File: src/design/pxc_pkg.sv
// constants and types of the expander
package pxc_pkg;

   // ----------------------------------------------------------------
   // select pin classes and address layout
   // ----------------------------------------------------------------
   typedef enum logic [1:0] {
      PXC_SEL_GND,
      PXC_SEL_SUP,
      PXC_SEL_SCL,
      PXC_SEL_SDA
   } pxc_sel_type;

   localparam logic [2:0] PXC_ADDR_FIXED = 3'h6;  // top bits 1,1,0
   localparam int PXC_NPORTS = 8;
   localparam logic [1:0] PXC_INIT_WAIT = 2'h3;   // strap settle cycles
   localparam logic [3:0] PXC_BITS_BYTE = 4'h8;

   // ----------------------------------------------------------------
   // apb register map
   // ----------------------------------------------------------------
   localparam logic [7:0] PXC_OFS_CTRL = 8'h00;
   localparam logic [7:0] PXC_OFS_STATUS = 8'h04;
   localparam logic [7:0] PXC_OFS_MASK = 8'h08;
   localparam logic [7:0] PXC_OFS_FLAGS = 8'h0C;
   localparam logic [7:0] PXC_OFS_PORTS = 8'h10;
   localparam logic [7:0] PXC_OFS_OUTPUT = 8'h14;
   localparam logic [7:0] PXC_OFS_ADDR = 8'h18;

   // status / mask bit positions
   localparam int PXC_EV_CHANGE = 0;
   localparam int PXC_EV_ACCESS = 1;
   localparam int PXC_EV_WRITE = 2;
   localparam int PXC_NEVENTS = 3;

   // reset values
   localparam logic PXC_CTRL_RST = 1'b1;
   localparam logic [2:0] PXC_MASK_RST = 3'h0;
   localparam logic [7:0] PXC_OUT_RST = 8'hFF;

   // ----------------------------------------------------------------
   // two address bits from one pin class
   // ----------------------------------------------------------------
   function automatic logic [1:0] pxc_addr_bits(pxc_sel_type cls,
                                                logic upper);
      logic [1:0] bits;
      bits = 2'h0;
      if (upper) begin
         case (cls)
            PXC_SEL_SCL: bits = 2'h0;
            PXC_SEL_SDA: bits = 2'h1;
            PXC_SEL_GND: bits = 2'h2;
            default: bits = 2'h3;
         endcase
      end else begin
         case (cls)
            PXC_SEL_GND: bits = 2'h0;
            PXC_SEL_SUP: bits = 2'h1;
            PXC_SEL_SCL: bits = 2'h2;
            default: bits = 2'h3;
         endcase
      end
      return bits;
   endfunction

endpackage

File: src/design/pxc_sel_classify.sv
// four-level select pin classifier
`timescale 1ns/1ps
module pxc_sel_classify (
   // clock and reset
   input wire logic pclk,
   input wire logic presetn,
   // synchronised levels
   input wire logic pin_s,
   input wire logic scl_s,
   input wire logic sda_s,
   // frame markers
   input wire logic busy,
   input wire logic frame_end,
   // result
   output pxc_pkg::pxc_sel_type cls_reg
);
   import pxc_pkg::*;

   logic [1:0] init_cnt_reg;
   logic saw_hi_reg;
   logic saw_lo_reg;
   logic ne_scl_reg;
   logic ne_sda_reg;

   // -----------------------------------------------------------------
   // observation during a frame
   // -----------------------------------------------------------------
   always_ff @(posedge pclk or negedge presetn) begin
      if (!presetn) begin
         saw_hi_reg <= 1'b0;
         saw_lo_reg <= 1'b0;
         ne_scl_reg <= 1'b0;
         ne_sda_reg <= 1'b0;
      end else if (!busy) begin
         saw_hi_reg <= 1'b0;
         saw_lo_reg <= 1'b0;
         ne_scl_reg <= 1'b0;
         ne_sda_reg <= 1'b0;
      end else begin
         saw_hi_reg <= saw_hi_reg | pin_s;
         saw_lo_reg <= saw_lo_reg | ~pin_s;
         ne_scl_reg <= ne_scl_reg | (pin_s ^ scl_s);
         ne_sda_reg <= ne_sda_reg | (pin_s ^ sda_s);
      end
   end

   // -----------------------------------------------------------------
   // class: strap after reset, then at frame end
   // -----------------------------------------------------------------
   always_ff @(posedge pclk or negedge presetn) begin
      if (!presetn) begin
         init_cnt_reg <= 2'h0;
         cls_reg <= PXC_SEL_SUP;
      end else if (init_cnt_reg != PXC_INIT_WAIT) begin
         init_cnt_reg <= init_cnt_reg + 2'h1;
         if (init_cnt_reg == PXC_INIT_WAIT - 2'h1) begin
            cls_reg <= pin_s ? PXC_SEL_SUP : PXC_SEL_GND;
         end
      end else if (frame_end) begin
         if (!saw_lo_reg) begin
            cls_reg <= PXC_SEL_SUP;
         end else if (!saw_hi_reg) begin
            cls_reg <= PXC_SEL_GND;
         end else if (!ne_scl_reg) begin
            cls_reg <= PXC_SEL_SCL;
         end else if (!ne_sda_reg) begin
            cls_reg <= PXC_SEL_SDA;
         end
      end
   end

endmodule // pxc_sel_classify

File: src/design/pxc_expander.sv
// port expander with change detect, serial and apb
`timescale 1ns/1ps
module pxc_expander (
   // apb clock and reset
   input wire logic pclk,
   input wire logic presetn,
   // apb slave
   input wire logic psel,
   input wire logic penable,
   input wire logic pwrite,
   input wire logic [7:0] paddr,
   input wire logic [31:0] pwdata,
   output logic [31:0] prdata,
   output logic pready,
   output logic pslverr,
   // interrupt
   output logic irq,
   // two-wire serial bus
   input wire logic scl_in,
   input wire logic sda_in,
   output logic sda_out,
   output logic sda_oe,
   // address select pins
   input wire logic addr_select_high_group,
   input wire logic addr_select_low_group,
   // open-drain ports
   input wire logic [pxc_pkg::PXC_NPORTS-1:0] io_port_pins_in,
   output logic [pxc_pkg::PXC_NPORTS-1:0] io_port_pins_out,
   output logic [pxc_pkg::PXC_NPORTS-1:0] io_port_pins_oe,
   output logic [pxc_pkg::PXC_NPORTS-1:0] port_pullup_en,
   // change alert, open drain, active low
   output logic change_alert_n_out,
   output logic change_alert_n_oe
);
   import pxc_pkg::*;

   typedef enum logic [2:0] {
      ST_IDLE,
      ST_ADDR,
      ST_ADDR_ACK,
      ST_RX,
      ST_RX_ACK,
      ST_TX,
      ST_MACK,
      ST_IGNORE
   } pxc_bus_state_type;

   // -----------------------------------------------------------------
   // synchronisers
   // -----------------------------------------------------------------
   logic [1:0] scl_meta_reg;
   logic [1:0] sda_meta_reg;
   logic [1:0] selh_meta_reg;
   logic [1:0] sell_meta_reg;
   logic [PXC_NPORTS-1:0] port_meta_reg;
   logic [PXC_NPORTS-1:0] port_s_reg;
   logic scl_d_reg;
   logic sda_d_reg;

   // two flops per pin, one more for edges
   always_ff @(posedge pclk or negedge presetn) begin
      if (!presetn) begin
         scl_meta_reg <= 2'h3;
         sda_meta_reg <= 2'h3;
         selh_meta_reg <= 2'h3;
         sell_meta_reg <= 2'h3;
         port_meta_reg <= '1;
         port_s_reg <= '1;
         scl_d_reg <= 1'b1;
         sda_d_reg <= 1'b1;
      end else begin
         scl_meta_reg <= {scl_meta_reg[0], scl_in};
         sda_meta_reg <= {sda_meta_reg[0], sda_in};
         selh_meta_reg <= {selh_meta_reg[0], addr_select_high_group};
         sell_meta_reg <= {sell_meta_reg[0], addr_select_low_group};
         port_meta_reg <= io_port_pins_in;
         port_s_reg <= port_meta_reg;
         scl_d_reg <= scl_meta_reg[1];
         sda_d_reg <= sda_meta_reg[1];
      end
   end

   logic scl_s;
   logic sda_s;
   logic scl_rise;
   logic scl_fall;
   logic bus_start;
   logic bus_stop;

   // bus conditions from synchronised levels
   assign scl_s = scl_meta_reg[1];
   assign sda_s = sda_meta_reg[1];
   assign scl_rise = scl_s & ~scl_d_reg;
   assign scl_fall = ~scl_s & scl_d_reg;
   assign bus_start = scl_s & scl_d_reg & sda_d_reg & ~sda_s;
   assign bus_stop = scl_s & scl_d_reg & ~sda_d_reg & sda_s;

   // -----------------------------------------------------------------
   // frame tracking for the select classifiers
   // -----------------------------------------------------------------
   logic frame_busy_reg;

   always_ff @(posedge pclk or negedge presetn) begin
      if (!presetn) begin
         frame_busy_reg <= 1'b0;
      end else if (bus_start) begin
         frame_busy_reg <= 1'b1;
      end else if (bus_stop) begin
         frame_busy_reg <= 1'b0;
      end
   end

   pxc_sel_type cls_high;
   pxc_sel_type cls_low;

   pxc_sel_classify u_cls_high (
      .pclk(pclk),
      .presetn(presetn),
      .pin_s(selh_meta_reg[1]),
      .scl_s(scl_s),
      .sda_s(sda_s),
      .busy(frame_busy_reg),
      .frame_end(bus_stop),
      .cls_reg(cls_high)
   );

   pxc_sel_classify u_cls_low (
      .pclk(pclk),
      .presetn(presetn),
      .pin_s(sell_meta_reg[1]),
      .scl_s(scl_s),
      .sda_s(sda_s),
      .busy(frame_busy_reg),
      .frame_end(bus_stop),
      .cls_reg(cls_low)
   );

   // -----------------------------------------------------------------
   // decoded address and pullups
   // -----------------------------------------------------------------
   logic [6:0] slave_addr;
   logic high_on;
   logic low_on;

   assign slave_addr = {PXC_ADDR_FIXED,
                        pxc_addr_bits(cls_high, 1'b1),
                        pxc_addr_bits(cls_low, 1'b0)};
   assign high_on = (cls_high != PXC_SEL_GND);
   assign low_on = (cls_low != PXC_SEL_GND);
   assign port_pullup_en = {{4{high_on}}, {4{low_on}}};

   // -----------------------------------------------------------------
   // serial slave state machine
   // -----------------------------------------------------------------
   pxc_bus_state_type state_reg;
   logic [7:0] shift_reg;
   logic [3:0] bit_cnt_reg;
   logic rw_reg;
   logic second_reg;
   logic read_active_reg;
   logic ctrl_en_reg;
   logic [PXC_NPORTS-1:0] snap_reg;
   logic [PXC_NPORTS-1:0] flags_reg;
   logic [PXC_NPORTS-1:0] flags_prev_reg;
   logic access_ev;
   logic write_ev;
   logic addr_hit;

   assign addr_hit = (shift_reg[7:1] == slave_addr) & ctrl_en_reg;
   // reload at address acknowledge, and at each new port byte of a read
   assign access_ev = ((state_reg == ST_ADDR_ACK) & scl_rise) |
                      ((state_reg == ST_MACK) & scl_fall & ~second_reg);
   assign write_ev = (state_reg == ST_RX) & scl_fall &
                     (bit_cnt_reg == PXC_BITS_BYTE);

   always_ff @(posedge pclk or negedge presetn) begin
      if (!presetn) begin
         state_reg <= ST_IDLE;
         shift_reg <= 8'h00;
         bit_cnt_reg <= 4'h0;
         rw_reg <= 1'b0;
         second_reg <= 1'b0;
         sda_oe <= 1'b0;
      end else if (bus_stop) begin
         state_reg <= ST_IDLE;
         sda_oe <= 1'b0;
      end else if (bus_start) begin
         state_reg <= ST_ADDR;
         bit_cnt_reg <= 4'h0;
         sda_oe <= 1'b0;
      end else begin
         case (state_reg)
            ST_ADDR, ST_RX: begin
               if (scl_rise) begin
                  shift_reg <= {shift_reg[6:0], sda_s};
                  bit_cnt_reg <= bit_cnt_reg + 4'h1;
               end else if (scl_fall && bit_cnt_reg == PXC_BITS_BYTE) begin
                  bit_cnt_reg <= 4'h0;
                  if (state_reg == ST_RX) begin
                     state_reg <= ST_RX_ACK;
                     sda_oe <= 1'b1;
                  end else if (addr_hit) begin
                     state_reg <= ST_ADDR_ACK;
                     rw_reg <= shift_reg[0];
                     sda_oe <= 1'b1;
                  end else begin
                     state_reg <= ST_IGNORE;
                  end
               end
            end
            ST_ADDR_ACK: begin
               if (scl_fall && rw_reg) begin
                  state_reg <= ST_TX;
                  second_reg <= 1'b0;
                  shift_reg <= {snap_reg[6:0], 1'b1};
                  sda_oe <= ~snap_reg[7];
               end else if (scl_fall) begin
                  state_reg <= ST_RX;
                  sda_oe <= 1'b0;
               end
            end
            ST_RX_ACK: begin
               if (scl_fall) begin
                  state_reg <= ST_RX;
                  sda_oe <= 1'b0;
               end
            end
            ST_TX: begin
               if (scl_rise) begin
                  bit_cnt_reg <= bit_cnt_reg + 4'h1;
               end else if (scl_fall && bit_cnt_reg == PXC_BITS_BYTE) begin
                  state_reg <= ST_MACK;
                  bit_cnt_reg <= 4'h0;
                  second_reg <= ~second_reg;
                  sda_oe <= 1'b0;
               end else if (scl_fall) begin
                  sda_oe <= ~shift_reg[7];
                  shift_reg <= {shift_reg[6:0], 1'b1};
               end
            end
            ST_MACK: begin
               if (scl_rise && sda_s) begin
                  state_reg <= ST_IGNORE; // master ended the read
               end else if (scl_fall && second_reg) begin
                  state_reg <= ST_TX;
                  shift_reg <= {flags_prev_reg[6:0], 1'b1};
                  sda_oe <= ~flags_prev_reg[7];
               end else if (scl_fall) begin
                  state_reg <= ST_TX;
                  shift_reg <= {port_s_reg[6:0], 1'b1};
                  sda_oe <= ~port_s_reg[7];
               end
            end
            default: begin
               sda_oe <= 1'b0;
            end
         endcase
      end
   end

   assign sda_out = 1'b0;

   // -----------------------------------------------------------------
   // snapshot, transition flags and change alert
   // -----------------------------------------------------------------
   logic [PXC_NPORTS-1:0] diff;

   assign diff = snap_reg ^ port_s_reg;

   // reload on access, from the levels it compares
   always_ff @(posedge pclk or negedge presetn) begin
      if (!presetn) begin
         snap_reg <= '1;
         flags_reg <= '0;
         flags_prev_reg <= '0;
      end else if (access_ev) begin
         snap_reg <= port_s_reg;
         flags_prev_reg <= flags_reg | diff;
         flags_reg <= '0;
      end else begin
         flags_reg <= flags_reg | diff;
      end
   end

   // alert held off in a read frame
   always_ff @(posedge pclk or negedge presetn) begin
      if (!presetn) begin
         read_active_reg <= 1'b0;
      end else if (bus_stop || bus_start) begin
         read_active_reg <= 1'b0;
      end else if (access_ev && rw_reg) begin
         read_active_reg <= 1'b1;
      end
   end

   assign change_alert_n_out = 1'b0;
   assign change_alert_n_oe = (|flags_reg) & ~read_active_reg;

   // -----------------------------------------------------------------
   // port output latch
   // -----------------------------------------------------------------
   logic [PXC_NPORTS-1:0] out_reg;
   logic [1:0] pwr_cnt_reg;
   logic apb_wr;
   logic apb_rd;

   assign apb_wr = psel & penable & pwrite;
   assign apb_rd = psel & ~penable & ~pwrite;

   // defaults applied once the strap levels are caught
   always_ff @(posedge pclk or negedge presetn) begin
      if (!presetn) begin
         pwr_cnt_reg <= 2'h0;
         out_reg <= PXC_OUT_RST;
      end else if (pwr_cnt_reg != PXC_INIT_WAIT) begin
         pwr_cnt_reg <= pwr_cnt_reg + 2'h1;
         out_reg <= {{4{selh_meta_reg[1]}}, {4{sell_meta_reg[1]}}};
      end else if (write_ev) begin
         out_reg <= shift_reg;
      end else if (apb_wr && paddr == PXC_OFS_OUTPUT) begin
         out_reg <= pwdata[7:0];
      end
   end

   assign io_port_pins_out = '0;
   assign io_port_pins_oe = ~out_reg;

   // -----------------------------------------------------------------
   // apb registers and interrupt
   // -----------------------------------------------------------------
   logic [PXC_NEVENTS-1:0] status_reg;
   logic [PXC_NEVENTS-1:0] mask_reg;
   logic [PXC_NEVENTS-1:0] ev_set;
   logic [PXC_NEVENTS-1:0] stat_taken;
   logic mapped;

   assign ev_set[PXC_EV_CHANGE] = |(diff & ~flags_reg);
   assign ev_set[PXC_EV_ACCESS] = access_ev;
   assign ev_set[PXC_EV_WRITE] = write_ev;

   // control and mask writes
   always_ff @(posedge pclk or negedge presetn) begin
      if (!presetn) begin
         ctrl_en_reg <= PXC_CTRL_RST;
         mask_reg <= PXC_MASK_RST;
      end else if (apb_wr && paddr == PXC_OFS_CTRL) begin
         ctrl_en_reg <= pwdata[0];
      end else if (apb_wr && paddr == PXC_OFS_MASK) begin
         mask_reg <= pwdata[PXC_NEVENTS-1:0];
      end
   end

   // read clears returned bits; new events win
   assign stat_taken = (psel && penable && !pwrite &&
                        paddr == PXC_OFS_STATUS) ?
                       prdata[PXC_NEVENTS-1:0] : '0;

   always_ff @(posedge pclk or negedge presetn) begin
      if (!presetn) begin
         status_reg <= '0;
      end else begin
         status_reg <= (status_reg & ~stat_taken) | ev_set;
      end
   end

   assign irq = |(status_reg & mask_reg);

   // read data captured in the setup cycle
   always_ff @(posedge pclk or negedge presetn) begin
      if (!presetn) begin
         prdata <= 32'h0000_0000;
      end else if (apb_rd) begin
         case (paddr)
            PXC_OFS_CTRL: prdata <= {31'h0000_0000, ctrl_en_reg};
            PXC_OFS_STATUS: prdata <= {29'h0000_0000, status_reg};
            PXC_OFS_MASK: prdata <= {29'h0000_0000, mask_reg};
            PXC_OFS_FLAGS: prdata <= {24'h00_0000, flags_reg};
            PXC_OFS_PORTS: prdata <= {16'h0000, snap_reg, port_s_reg};
            PXC_OFS_OUTPUT: prdata <= {24'h00_0000, out_reg};
            PXC_OFS_ADDR: prdata <= {8'h00, port_pullup_en, 4'h0,
                                     cls_high, cls_low, 1'b0, slave_addr};
            default: prdata <= 32'h0000_0000;
         endcase
      end
   end

   assign mapped = (paddr == PXC_OFS_CTRL) | (paddr == PXC_OFS_STATUS) |
                   (paddr == PXC_OFS_MASK) | (paddr == PXC_OFS_FLAGS) |
                   (paddr == PXC_OFS_PORTS) | (paddr == PXC_OFS_OUTPUT) |
                   (paddr == PXC_OFS_ADDR);
   assign pready = 1'b1;
   assign pslverr = psel & penable & ~mapped;

endmodule // pxc_expander

File: config.mk
export PLATFORM = sky130hd
export DESIGN_NAME = pxc_expander
export DESIGN_NICKNAME = d
export VERILOG_FILES = /design/src/design/pxc_pkg.sv /design/src/design/pxc_sel_classify.sv /design/src/design/pxc_expander.sv
export SDC_FILE = /design/constraint.sdc
export NUM_CORES = 1
export LEC_CHECK = 0
export ABC_AREA = 0
export ABC_CLOCK_PERIOD_IN_PS = 2150
export BUFFER_PORTS_ARGS = -buffer_cell sky130_fd_sc_hd__buf_2
export CORE_ASPECT_RATIO = 1.25
export CORE_MARGIN = 5
export CORE_UTILIZATION = 54
export DETAILED_ROUTE_END_ITERATION = 16
export PLACE_DENSITY_LB_ADDON = 0.3
export SYNTH_ARGS = -nofsm -noshare
export SYNTH_HDL_FRONTEND = slang
export SYNTH_SLANG_ARGS = --single-unit
File: constraint.sdc
create_clock -name pclk -period 2.15 [get_ports pclk]
set_input_delay 0.43 -clock pclk [delete_from_list [all_inputs] [get_ports pclk]]
set_output_delay 0.43 -clock pclk [all_outputs]
set_load 0.005 [all_outputs]
== Word-level counts from Yosys, hierarchy flattened ==
Index checks and enable logic that the tools add are counted.
Cells by class
  add/subtract/negate cells: 4
  eq/ne operators: 44
  mux-type cells: 82
  bitwise operators: 67
  reduce and logical (&&, ||, !) cells: 42
Operator list (count)
  $pmux W24 S7: 1
  $mux W8: 12
  $mux W3: 14
  $pmux W8 S4: 1
  $mux W1: 31
  $mux W2: 14
  $eq A8 B5 Y1 const B: 3
  $ne A2 B2 Y1 const B: 11
  $ne A4 B4 Y1 const B: 5
  $ne A5 B5 Y1 const B: 4
  $not A1 Y1: 20
  $and A1 B1 Y1: 19
  $eq A8 B4 Y1 const B: 2
  $mux W4: 4
  $not A8 Y8: 2
  $reduce_bool A2 Y1: 8
  $reduce_or A8 Y1: 2
  $or A1 B1 Y1: 15
  $pmux W3 S5: 1
  $reduce_and A7 Y1: 2
  $pmux W2 S3: 2
  $reduce_and A6 Y1: 2
  $logic_and A1 B1 Y1: 11
  $eq A2 B2 Y1 const B: 5
  34 further kinds: 48
Word-level totals
  bits in registers: 135
  input port bits: 57
  output and inout bits: 63
  word-level logic and storage cells: 276

== Depth between registers and ports, before layout ==
Gate-level depths: netlist of run 1.
  depth in word-level cells: 11
  mapped depth: 8
  mapped depth without buffers: 7

== By module ==
From an unflattened synthesis of run 1, not the netlist that was laid out.
Second synthesis, totals
  cell total of the unflattened synthesis: 626
  area total of the unflattened synthesis: 6309.8 µm²
By module, submodules not included
  pxc_expander: instances 1, cells an instance 560, area an instance 5529.1 µm², seq. area each 2681.3 µm²
  pxc_sel_classify: instances 2, cells an instance 33, area an instance 390.4 µm², seq. area each 201.4 µm²

== Worst setup path before layout of run 1 ==
OpenSTA, ideal clock, no wires.
  path kind: reg-to-reg
  start point: reg bit_cnt_reg[0]
  end point: reg shift_reg[0]
  setup time: 0.125 ns
  data arrival time: 1.760 ns
  data required time: 2.025 ns
  slack: 0.265 ns
  stages on the path, launching flop included: 8
  clock period less this slack: 1.885 ns
  cells stage by stage: dfrtp_1 > inv_1 > ha_1 > nand3b_4 > nor2_4 > nor3_2 > o31ai_4 > mux2_4
Between the ends
  word-level cells in the longest chain between the ends: 4
RTL lines
  start, declared: RTL line pxc_expander.sv:157  | logic [3:0] bit_cnt_reg;
  start signal, assigned: RTL line pxc_expander.sv:196  | bit_cnt_reg <= bit_cnt_reg + 4'h1;
  start signal, assigned: RTL line pxc_expander.sv:230  | bit_cnt_reg <= bit_cnt_reg + 4'h1;
  $eq A4 B4 Y1: RTL line pxc_expander.sv:231  | end else if (scl_fall && bit_cnt_reg == PXC_BITS_BYTE) begin
  $logic_and A1 B1 Y1: RTL line pxc_expander.sv:231
  $ne A2 B2 Y1 (no source line)
  $reduce_and A10 Y1 (no source line)
  end signal, assigned: RTL line pxc_expander.sv:238  | shift_reg <= {shift_reg[6:0], 1'b1};
  end signal, assigned: RTL line pxc_expander.sv:246  | shift_reg <= {flags_prev_reg[6:0], 1'b1};
  end signal, assigned: RTL line pxc_expander.sv:250  | shift_reg <= {port_s_reg[6:0], 1'b1};
  end, declared: RTL line pxc_expander.sv:156  | logic [7:0] shift_reg;
Every way passes these cells.
A chain may end at the register's enable or synchronous reset.

== Worst setup path after layout of run 1 ==
  start point: reg bit_cnt_reg[0]
  end point: reg out_reg[0]
Between the ends
  word-level cells in the longest chain between the ends: 4
RTL lines
  $eq A4 B4 Y1 (*): RTL line pxc_expander.sv:174  | (bit_cnt_reg == PXC_BITS_BYTE);
  $and A1 B1 Y1 (*): RTL line pxc_expander.sv:173  | assign write_ev = (state_reg == ST_RX) & scl_fall &
  $mux W8: RTL line pxc_expander.sv:318  | end else if (write_ev) begin
  $mux W8: RTL line pxc_expander.sv:315  | end else if (pwr_cnt_reg != PXC_INIT_WAIT) begin
  end signal, assigned: RTL line pxc_expander.sv:317  | out_reg <= {{4{selh_meta_reg[1]}}, {4{sell_meta_reg[1]}}};
  end signal, assigned: RTL line pxc_expander.sv:319  | out_reg <= shift_reg;
  end signal, assigned: RTL line pxc_expander.sv:321  | out_reg <= pwdata[7:0];
  end, declared: RTL line pxc_expander.sv:302  | logic [PXC_NPORTS-1:0] out_reg;
Mark *: on every way between the ends. The rest lies on a longest branch, timed or not.

==> results.md, run 1 <==
Status:
- The run finished, with violations left.
- The checks that failed: negative hold slack.

Flow run:
- The tool flagged a number of max-cap violations equal to 0.

Global routing:
- The all-layer global routing usage is 0.229.
- The initial antenna violation count is 0.
- The first global-routing pass estimated 24.7 mm of wire.
- The number of global-route vias before repair is 4849.
- Global routing finished with a remaining overflow of 0.
- The pin count of the biggest net entering global routing is 49.

Yosys:
- After synthesis, the cell types taking the most area are sky130_fd_sc_hd__dfrtp_1, sky130_fd_sc_hd__dfstp_2, sky130_fd_sc_hd__nand2_1.
- The synthesis warning total is 0.
- Counting flops with a built-in enable in the synthesized netlist gives 0.
- The post-synth design cell area is 6290 µm².
- The portion of the post-synthesis area used by sequential elements is 0.490.
- Synthesis handed over a netlist of 649 instances.
- The largest total area in the synthesized netlist belongs to sky130_fd_sc_hd__dfrtp_1.
- Each instance of the synthesized netlist takes up on average 9.70 µm².
- The proportion of synthesized flip-flops having asynchronous set or reset is 1.00.
- The number of distinct standard cells referenced by the synthesized netlist is 73.
- The flop and latch count out of synthesis is 121.
- The most common flop cell mapped by yosys is sky130_fd_sc_hd__dfrtp_1.
- The share of Yosys cell area claimed by the top area cell type is 0.302.

Drt:
- The number of nets with antenna violations after routing is 0.
- The remaining routing DRC violations is 0.
- In the routed layout, each cell is associated on average with a via count of 5.65.
- The detailed-route wire length per cell is 17.2 µm.
- The first routing iteration left 330 violations.
- The total length of routed wires is 15.1 mm.
- The via count is 4975.
- The first TritonRoute pass finished after 5 iterations.

Worst setup path:
- The critical path goes through inv_1 -> ha_1 -> nand3b_4 -> or3_1 -> o311a_1 -> buf_4 -> a22o_1.
- At the worst endpoint, the arrival time is 2.36 ns.
- The critical path is of the reg2reg type.
- The worst reg-to-reg path cell count is 7.
- Along the worst path, the maximum fanout reaches 7.
- The required arrival time at the worst endpoint is 2.49 ns.
- In this run the critical register-to-register path is captured at out_reg[0].
- STA classifies the critical path startpoint as a flip-flop.
- The kind of end point of the critical path is a flip-flop.
- Setup slack on the worst reg-to-reg path comes out at 0.13 ns.
- The startpoint identified for the worst register-to-register timing path is bit_cnt_reg[0].
- The peak per-stage delay on the critical path is 0.44 ns.
- The slowest stage of the critical path is the sky130_fd_sc_hd__or3_1 cell.

Cells and area:
- Counting flops per register, the top entry is prdata.
- The flip-flop count of the largest register after layout is 18.
- The library cell used most frequently in the layout, excluding fill and tap cells, is sky130_fd_sc_hd__nand2_1.
- The final core utilization is 0.641.
- The library cells used most frequently in the layout, excluding fill and tap cells, are sky130_fd_sc_hd__nand2_1, sky130_fd_sc_hd__dfrtp_1, sky130_fd_sc_hd__buf_2.
- The final net count is 793.
- The sequential cell area in the final layout is 3080 µm².
- Summing all multi-input logic gate instances after layout gives 2770 µm².
- The area growth from synthesis to layout is 17.2%.
- The fraction of final layout cells sized beyond drive strength 1 is 0.290.
- The layout has 908 filler cells.
- The repair_antennas step left the layout with diodes totalling 0.

Clock tree:
- The buffer type at the clock tree root is sky130_fd_sc_hd__clkbuf_16.
- The clock passes through at most 2 buffers.
- The maximum level of the CTS H-tree is 4.
- Buffers inserted during clock tree synthesis total 17.
- The clock-pin slew reported for the worst setup and hold paths after clock tree synthesis is 0.06 ns.
- The total clock sinks is 121.
- Clock latency on the worst-skew pair, taken at its later pin, is 0.41 ns.
- The clock tree from TritonCTS is yes.

Place:
- The congestion estimate from routability-driven global placement came to 0.955.
- Port buffering added 76 buffers.
- Once detailed placement completed, the half-perimeter wirelength came to 11.3 mm.

Floorplan:
- The die is 107 µm wide.
- The floorplan step set the die height to 131 µm.
- For this configuration, the core starts out at a cell density of 0.547.
- The floorplan step defined a die boundary enclosing 13900 µm².
- The initialized floorplan defines 44 standard-cell rows.
- The number of placed I/O pins is 120.
- The core box area is 11500 µm².

STA:
- Setup violations remaining at the end of the flow were counted as 0.
- Static timing analysis puts the maximum clock frequency at 495 MHz.
- Setup repair after global routing left no endpoint under its margin.
- Dividing the final minimum period by the clock period gives 0.941.
- At the pin with the least slew margin, the transition time is 0.544 ns.
- The tightest hold path in the finished design has a slack of -0.00308 ns.
- Setup total negative slack on the finished layout was measured at 0 ns.
- The final hold violation count came to 3.
- The total count of max-transition violations in the final report is 0.
- The worst pin sits at a relative slew slack of 0.638.
- The time the final worst path needs with I/O delays and setup is 2.02 ns.
- For the final database, setup skew stands at 0.00445 ns.

Power:
- The leakage power is 3.46 nW.
- The total power divided by cell area is 1120 nW/µm².
- The worst IR drop on VDD is 570 µV.

Min path:
- The worst hold path belongs to the class in2async.
## cell usage after synthesis, types with 2 or more instances
cell and n:
sky130_fd_sc_hd__a211oi_1 6, sky130_fd_sc_hd__a21boi_0 3, sky130_fd_sc_hd__a21o_1 5, sky130_fd_sc_hd__a21oi_1 20
sky130_fd_sc_hd__a21oi_2 2, sky130_fd_sc_hd__a221oi_1 2, sky130_fd_sc_hd__a22o_1 9, sky130_fd_sc_hd__a22oi_1 7
sky130_fd_sc_hd__a31oi_1 14, sky130_fd_sc_hd__buf_1 3, sky130_fd_sc_hd__buf_2 13, sky130_fd_sc_hd__buf_4 34
sky130_fd_sc_hd__clkbuf_1 16, sky130_fd_sc_hd__conb_1 2, sky130_fd_sc_hd__dfrtp_1 76, sky130_fd_sc_hd__dfstp_2 45
sky130_fd_sc_hd__ha_1 7, sky130_fd_sc_hd__inv_1 28, sky130_fd_sc_hd__mux2_1 2, sky130_fd_sc_hd__mux2_2 8
sky130_fd_sc_hd__mux2i_1 20, sky130_fd_sc_hd__nand2_1 105, sky130_fd_sc_hd__nand2b_1 12, sky130_fd_sc_hd__nand3_1 13
sky130_fd_sc_hd__nand3b_1 6, sky130_fd_sc_hd__nand4_1 5, sky130_fd_sc_hd__nor2_1 42, sky130_fd_sc_hd__nor2_2 3
sky130_fd_sc_hd__nor2b_1 9, sky130_fd_sc_hd__nor3_1 6, sky130_fd_sc_hd__nor3_2 3, sky130_fd_sc_hd__nor4_1 3
sky130_fd_sc_hd__o211ai_1 2, sky130_fd_sc_hd__o21a_1 7, sky130_fd_sc_hd__o21ai_0 37, sky130_fd_sc_hd__o21ai_1 19
sky130_fd_sc_hd__xnor2_1 7, sky130_fd_sc_hd__xor2_1 13
## metal layers
layer | part of all wire | vias up | track usage
met5 | 0 | - | 0
met1 | 0.39 | 2390 | 0.264
li1 | - | 2346 | -
met3 | 0.067 | 45 | 0.0531
met4 | 0.043 | 0 | 0.126
met2 | 0.50 | 194 | 0.397
## kinds of logic after synthesis
family,synth area share
AND/OR/NAND/NOR,0.174
AO/OA/AOI/OAI,0.156
flip-flops,0.490
buffers and inverters,0.0807
multiplexers,0.0557
XOR/XNOR,0.0278
adder cells (fa/ha/maj),0.0139
other,0.00119
## report_power, final
| part | internal, mW | switching (mW) | leakage [nW] |
|---|---|---|---|
| combinational | 0.953 | 1.18 | 1.81 |
| clock | 1.69 | 1.06 | 0.272 |
| sequential | 2.81 | 0.553 | 1.38 |
## per-stage QoR
| stage | instance area (µm²) | worst slack [ns] | std cells | hold slack, ns | total power, mW |
|---|---|---|---|---|---|
| after detailed placement | 6800 | 0.0673 | 848 | 0.347 | 5.49 |
| final | 7380 | 0.128 | 880 | -0.00308 | 8.24 |
| after CTS | 7380 | 0.125 | 880 | 0.00217 | 8.27 |
| after global routing | 7380 | 0.0143 | 880 | 0.0320 | 8.71 |
| after floorplan | 6360 | 0.265 | 666 | 0.134 | 4.82 |
| after global placement | 6800 | 0.0546 | 848 | 0.346 | 5.40 |
## repair_timing
action,4_1_cts,5_1_grt
resized for setup,0,1
hold buffers,0,0
setup endpoints to repair,0,1
buffers inserted,0,0
## worst max-delay path: cells and delay by family (launching register included)
family	cells	cell delay [ns]
AND/OR/NAND/NOR	2	0.57
AO/OA/AOI/OAI	2	0.48
flip-flops	1	0.40
buffers and inverters	2	0.28
adder cells (fa/ha/maj)	1	0.21
## layout make-up
cell class                 count  area share
clock buffer                  20      0.0633
inverter                      28      0.0142
clock inverter                12      0.0153
tap                          138      0.0234
sequential                   121       0.418
multi-input combinational    450       0.375
timing repair buffer         111      0.0909
## worst max-delay path by stage
| stage | slack (ns) | start | cells after the start | end |
|---|---|---|---|---|
| after detailed placement | 0.07 | paddr[1] | 6 | status_reg[0] |
| after floorplan | 0.27 | bit_cnt_reg[0] | 7 | shift_reg[0] |
| after global placement | 0.05 | paddr[1] | 6 | status_reg[0] |
| after CTS | 0.12 | bit_cnt_reg[0] | 7 | out_reg[0] |
| after global routing | 0.01 | scl_d_reg | 6 | state_reg[2] |
| final | 0.13 | bit_cnt_reg[0] | 7 | out_reg[0] |
No activity file was read; power rests on OpenSTA's default activity.
==> run 2, diff against run 1 <==
Settings changed: CORE_UTILIZATION 54 to 25.
==> run 2 against run 1 <==
Net effect:
- the run now ends clean
- via count is 3.6% lower
- design area is 4.7% higher
- sequential cell count stayed put
- wire length is 10% higher
- sequential power hardly changed
- sequential share of layout area is 1.9 points lower
- fmax is 0.11% higher
- hold slack better by 0.11 ns
- highest routed layer unchanged
==> results.md, run 2 (synthesis results as in run 1) <==
Clock tree:
- The buffer type at the clock tree root is sky130_fd_sc_hd__clkbuf_16 (unchanged).
- The TritonCTS buffer count is 17 (unchanged).
- The buffers inserted during post-CTS setup optimization is 0 (unchanged).
- The maximum level of the CTS H-tree is 4 (unchanged).
- The maximum root-to-sink buffer count is 2 (unchanged).
- The total clock sinks is 121 (unchanged).
- The clock insertion delay at the later pin of the skew report is 0.42 ns (was 0.41 ns).
- The clock-pin slew reported for the worst setup and hold paths after clock tree synthesis was 0.06 ns (about the same).
- The number of cells upsized or downsized after cts was 0 (unchanged).
- The clock tree from TritonCTS is yes (unchanged).

STA:
- The worst slew margin relative to its limit is 0.655 (was 0.638).
- The transition time at the pin with the least slew margin is 0.516 ns (was 0.544 ns).
- The post-route setup TNS is 0 ns (unchanged).
- The time the final worst path needs with I/O delays and setup came to 2.02 ns (about the same).
- Setup repair after global routing missed its margin: false (unchanged).
- The final worst clock skew was 0.00782 ns (was 0.00445 ns).
- The final count of negative-setup-slack endpoints is 0 (unchanged).
- The portion of the clock cycle consumed by the worst path in the final layout came to 0.940 (was 0.941).
- The total count of max-transition violations in the final report is 0 (unchanged).
- The highest achievable clock rate is 495 MHz (about the same).
- The worst hold-check slack is 0.110 ns (was -0.00308 ns).
- The final hold violation count is 0 (was 3).

Worst setup path:
- The kind of end point of the critical path is a flip-flop (unchanged).
- The signal arrival time at the worst endpoint came to 2.38 ns (was 2.36 ns).
- The required arrival time at the worst endpoint is 2.51 ns (was 2.49 ns).
- The largest driver fanout on the critical path is 10 (was 7).
- The kind of critical path is reg2reg (unchanged).
- The critical path launch point type is a flip-flop (unchanged).

Place:
- The count of input and output buffers was 76 (unchanged).
- The HPWL after detailed placement came to 12.8 mm (was 11.3 mm).
- The final weighted congestion in routability-driven placement is 0.859 (was 0.955).

Floorplan:
- The number of rows in the core area is 65 (was 44).
- The number of placed I/O pins is 120 (unchanged).
- The floorplan die width is 152 µm (was 107 µm).
- The initial core utilization is 0.251 (was 0.547).
- The core box area is 25000 µm² (was 11500 µm²).
- The die boundary height is 187 µm (was 131 µm).
- The die footprint came to 28500 µm² (was 13900 µm²).

Drt:
- The detailed-route wire length per cell came to 15.4 µm (was 17.2 µm).
- The detailed-router iteration count before antenna repair was 4 (was 5).
- The total length of routed wires came to 16.7 mm (was 15.1 mm).
- The mean number of vias per cell was 4.41 (was 5.65).
- The remaining routing DRC violations is 0 (unchanged).
- The number of nets with antenna violations after routing is 0 (unchanged).
- The DRC marker count from the first detailed-route iteration is 271 (was 330).
- The via count came to 4795 (was 4975).

Min path:
- The worst hold-check path type is in2reg (was in2async).

Cells and area:
- The sequential cell area in the final layout is 3080 µm² (unchanged).
- Highest-count cells in the layout ignoring fill and taps: sky130_fd_sc_hd__nand2_1, sky130_fd_sc_hd__dfrtp_1, sky130_fd_sc_hd__buf_2 (unchanged).
- The footprint of the multi-input gates is 2770 µm² (about the same).
- The final-layout fill cell count is 2676 (was 908).
- The most common cell after layout, fill and taps aside is sky130_fd_sc_hd__nand2_1 (unchanged).
- The final net count was 803 (was 793).
- The flip-flop count of the largest register after layout came to 18 (unchanged).
- The fraction of final layout cells sized beyond drive strength 1 came to 0.295 (was 0.290).
- The count of antenna diodes in the layout was 0 (unchanged).
- The final core utilization is 0.308 (was 0.641).
- The area growth from synthesis to layout is 22.8% (was 17.2%).
- The register with the highest flop count is prdata (unchanged).

Power:
- The worst IR drop on VDD is 495 µV (was 570 µV).
- The leakage power came to 3.52 nW (was 3.46 nW).
- The total power divided by cell area is 1090 nW/µm² (was 1120 nW/µm²).

Flow run:
- The number of max-cap violations was 0 (unchanged).

Global routing:
- The all-layer global routing usage came to 0.121 (was 0.229).
- The remaining global-route overflow is 0 (unchanged).
- The first-pass GRT wire length came to 27.4 mm (was 24.7 mm).
- The initial antenna violation count is 0 (unchanged).
- The number of global-route vias before repair is 5022 (was 4849).
- The pin count of the biggest net entering global routing was 40 (was 49).

Status:
- Result of the run: finished clean (was finished with violations).
==> run 2: cell types whose count changed in the layout (fill, tap and decap cells not counted), moves of 2 or more <==
cell,change
sky130_fd_sc_hd__buf_4,+8
sky130_fd_sc_hd__inv_6,-3
sky130_fd_sc_hd__clkbuf_1,+2
sky130_fd_sc_hd__clkinv_4,+2
sky130_fd_sc_hd__clkinvlp_4,-2
==> run 2: worst paths after layout <==
path | startpoint | to | slack (ns) | depth (start not counted)
max in group asynchronous | presetn | snap_reg[1] | 0.94 | 3
worst max register to register | bit_cnt_reg[0] | out_reg[0] | 0.13 | 7
worst min-delay path | addr_select_high_group | selh_meta_reg[0] | 0.11 | 1
min in group asynchronous | presetn | u_cls_low.init_cnt_reg[0] | 0.52 | 2
worst min register to register | port_meta_reg[5] | port_s_reg[5] | 0.35 | 0
worst max-delay path | bit_cnt_reg[0] | out_reg[0] | 0.13 | 7
==> run 2: power breakdown <==
part	internal [mW]	switching, mW
combinational	1.00	1.19
clock	1.80	1.05
sequential	2.81	0.540
==> run 2: repair_timing <==
action,in CTS,in global routing
hold buffers,1,0
endpoints found under the setup margin,0,0
hold endpoints to repair,21,0
==> run 2: final cells by class <==
| type | instances | area share |
|---|---|---|
| Tap cell | 335 | 0.0542 |
| Sequential cell | 121 | 0.399 |
| Clock buffer | 22 | 0.0614 |
| Multi-Input combinational cell | 450 | 0.358 |
| Clock inverter | 10 | 0.0154 |
| Timing Repair Buffer | 121 | 0.0984 |
| Inverter | 28 | 0.0136 |
==> run 2: per-layer routing <==
layer	GRT usage	part of all wire	vias to the layer above
met5	0	0	-
met4	0.0567	0.035	0
met1	0.143	0.42	2280
li1	-	-	2367
met2	0.204	0.50	113
met3	0.0331	0.046	35
==> run 2: metrics by stage <==
| stage | setup WS [ns] | area, µm² | total power [mW] | instances |
|---|---|---|---|---|
| after detailed placement | 0.0265 | 7120 | 5.60 | 1054 |
| final | 0.130 | 7730 | 8.38 | 1087 |
| after global routing | 0.00647 | 7730 | 8.89 | 1087 |
| after floorplan | 0.265 | 6360 | 4.82 | 666 |
| after global placement | 0.0444 | 7120 | 5.57 | 1054 |
| after CTS | 0.121 | 7730 | 8.49 | 1087 |
==> run 2: worst max-delay path: stages (launching register included) <==
cell and delay (ns):
sky130_fd_sc_hd__dfrtp_1 0.39, sky130_fd_sc_hd__inv_1 0.08, sky130_fd_sc_hd__ha_1 0.21, sky130_fd_sc_hd__nand3b_4 0.13, sky130_fd_sc_hd__or3_1 0.46, sky130_fd_sc_hd__o311a_1 0.28, sky130_fd_sc_hd__nor2_2 0.24, sky130_fd_sc_hd__a22o_1 0.16
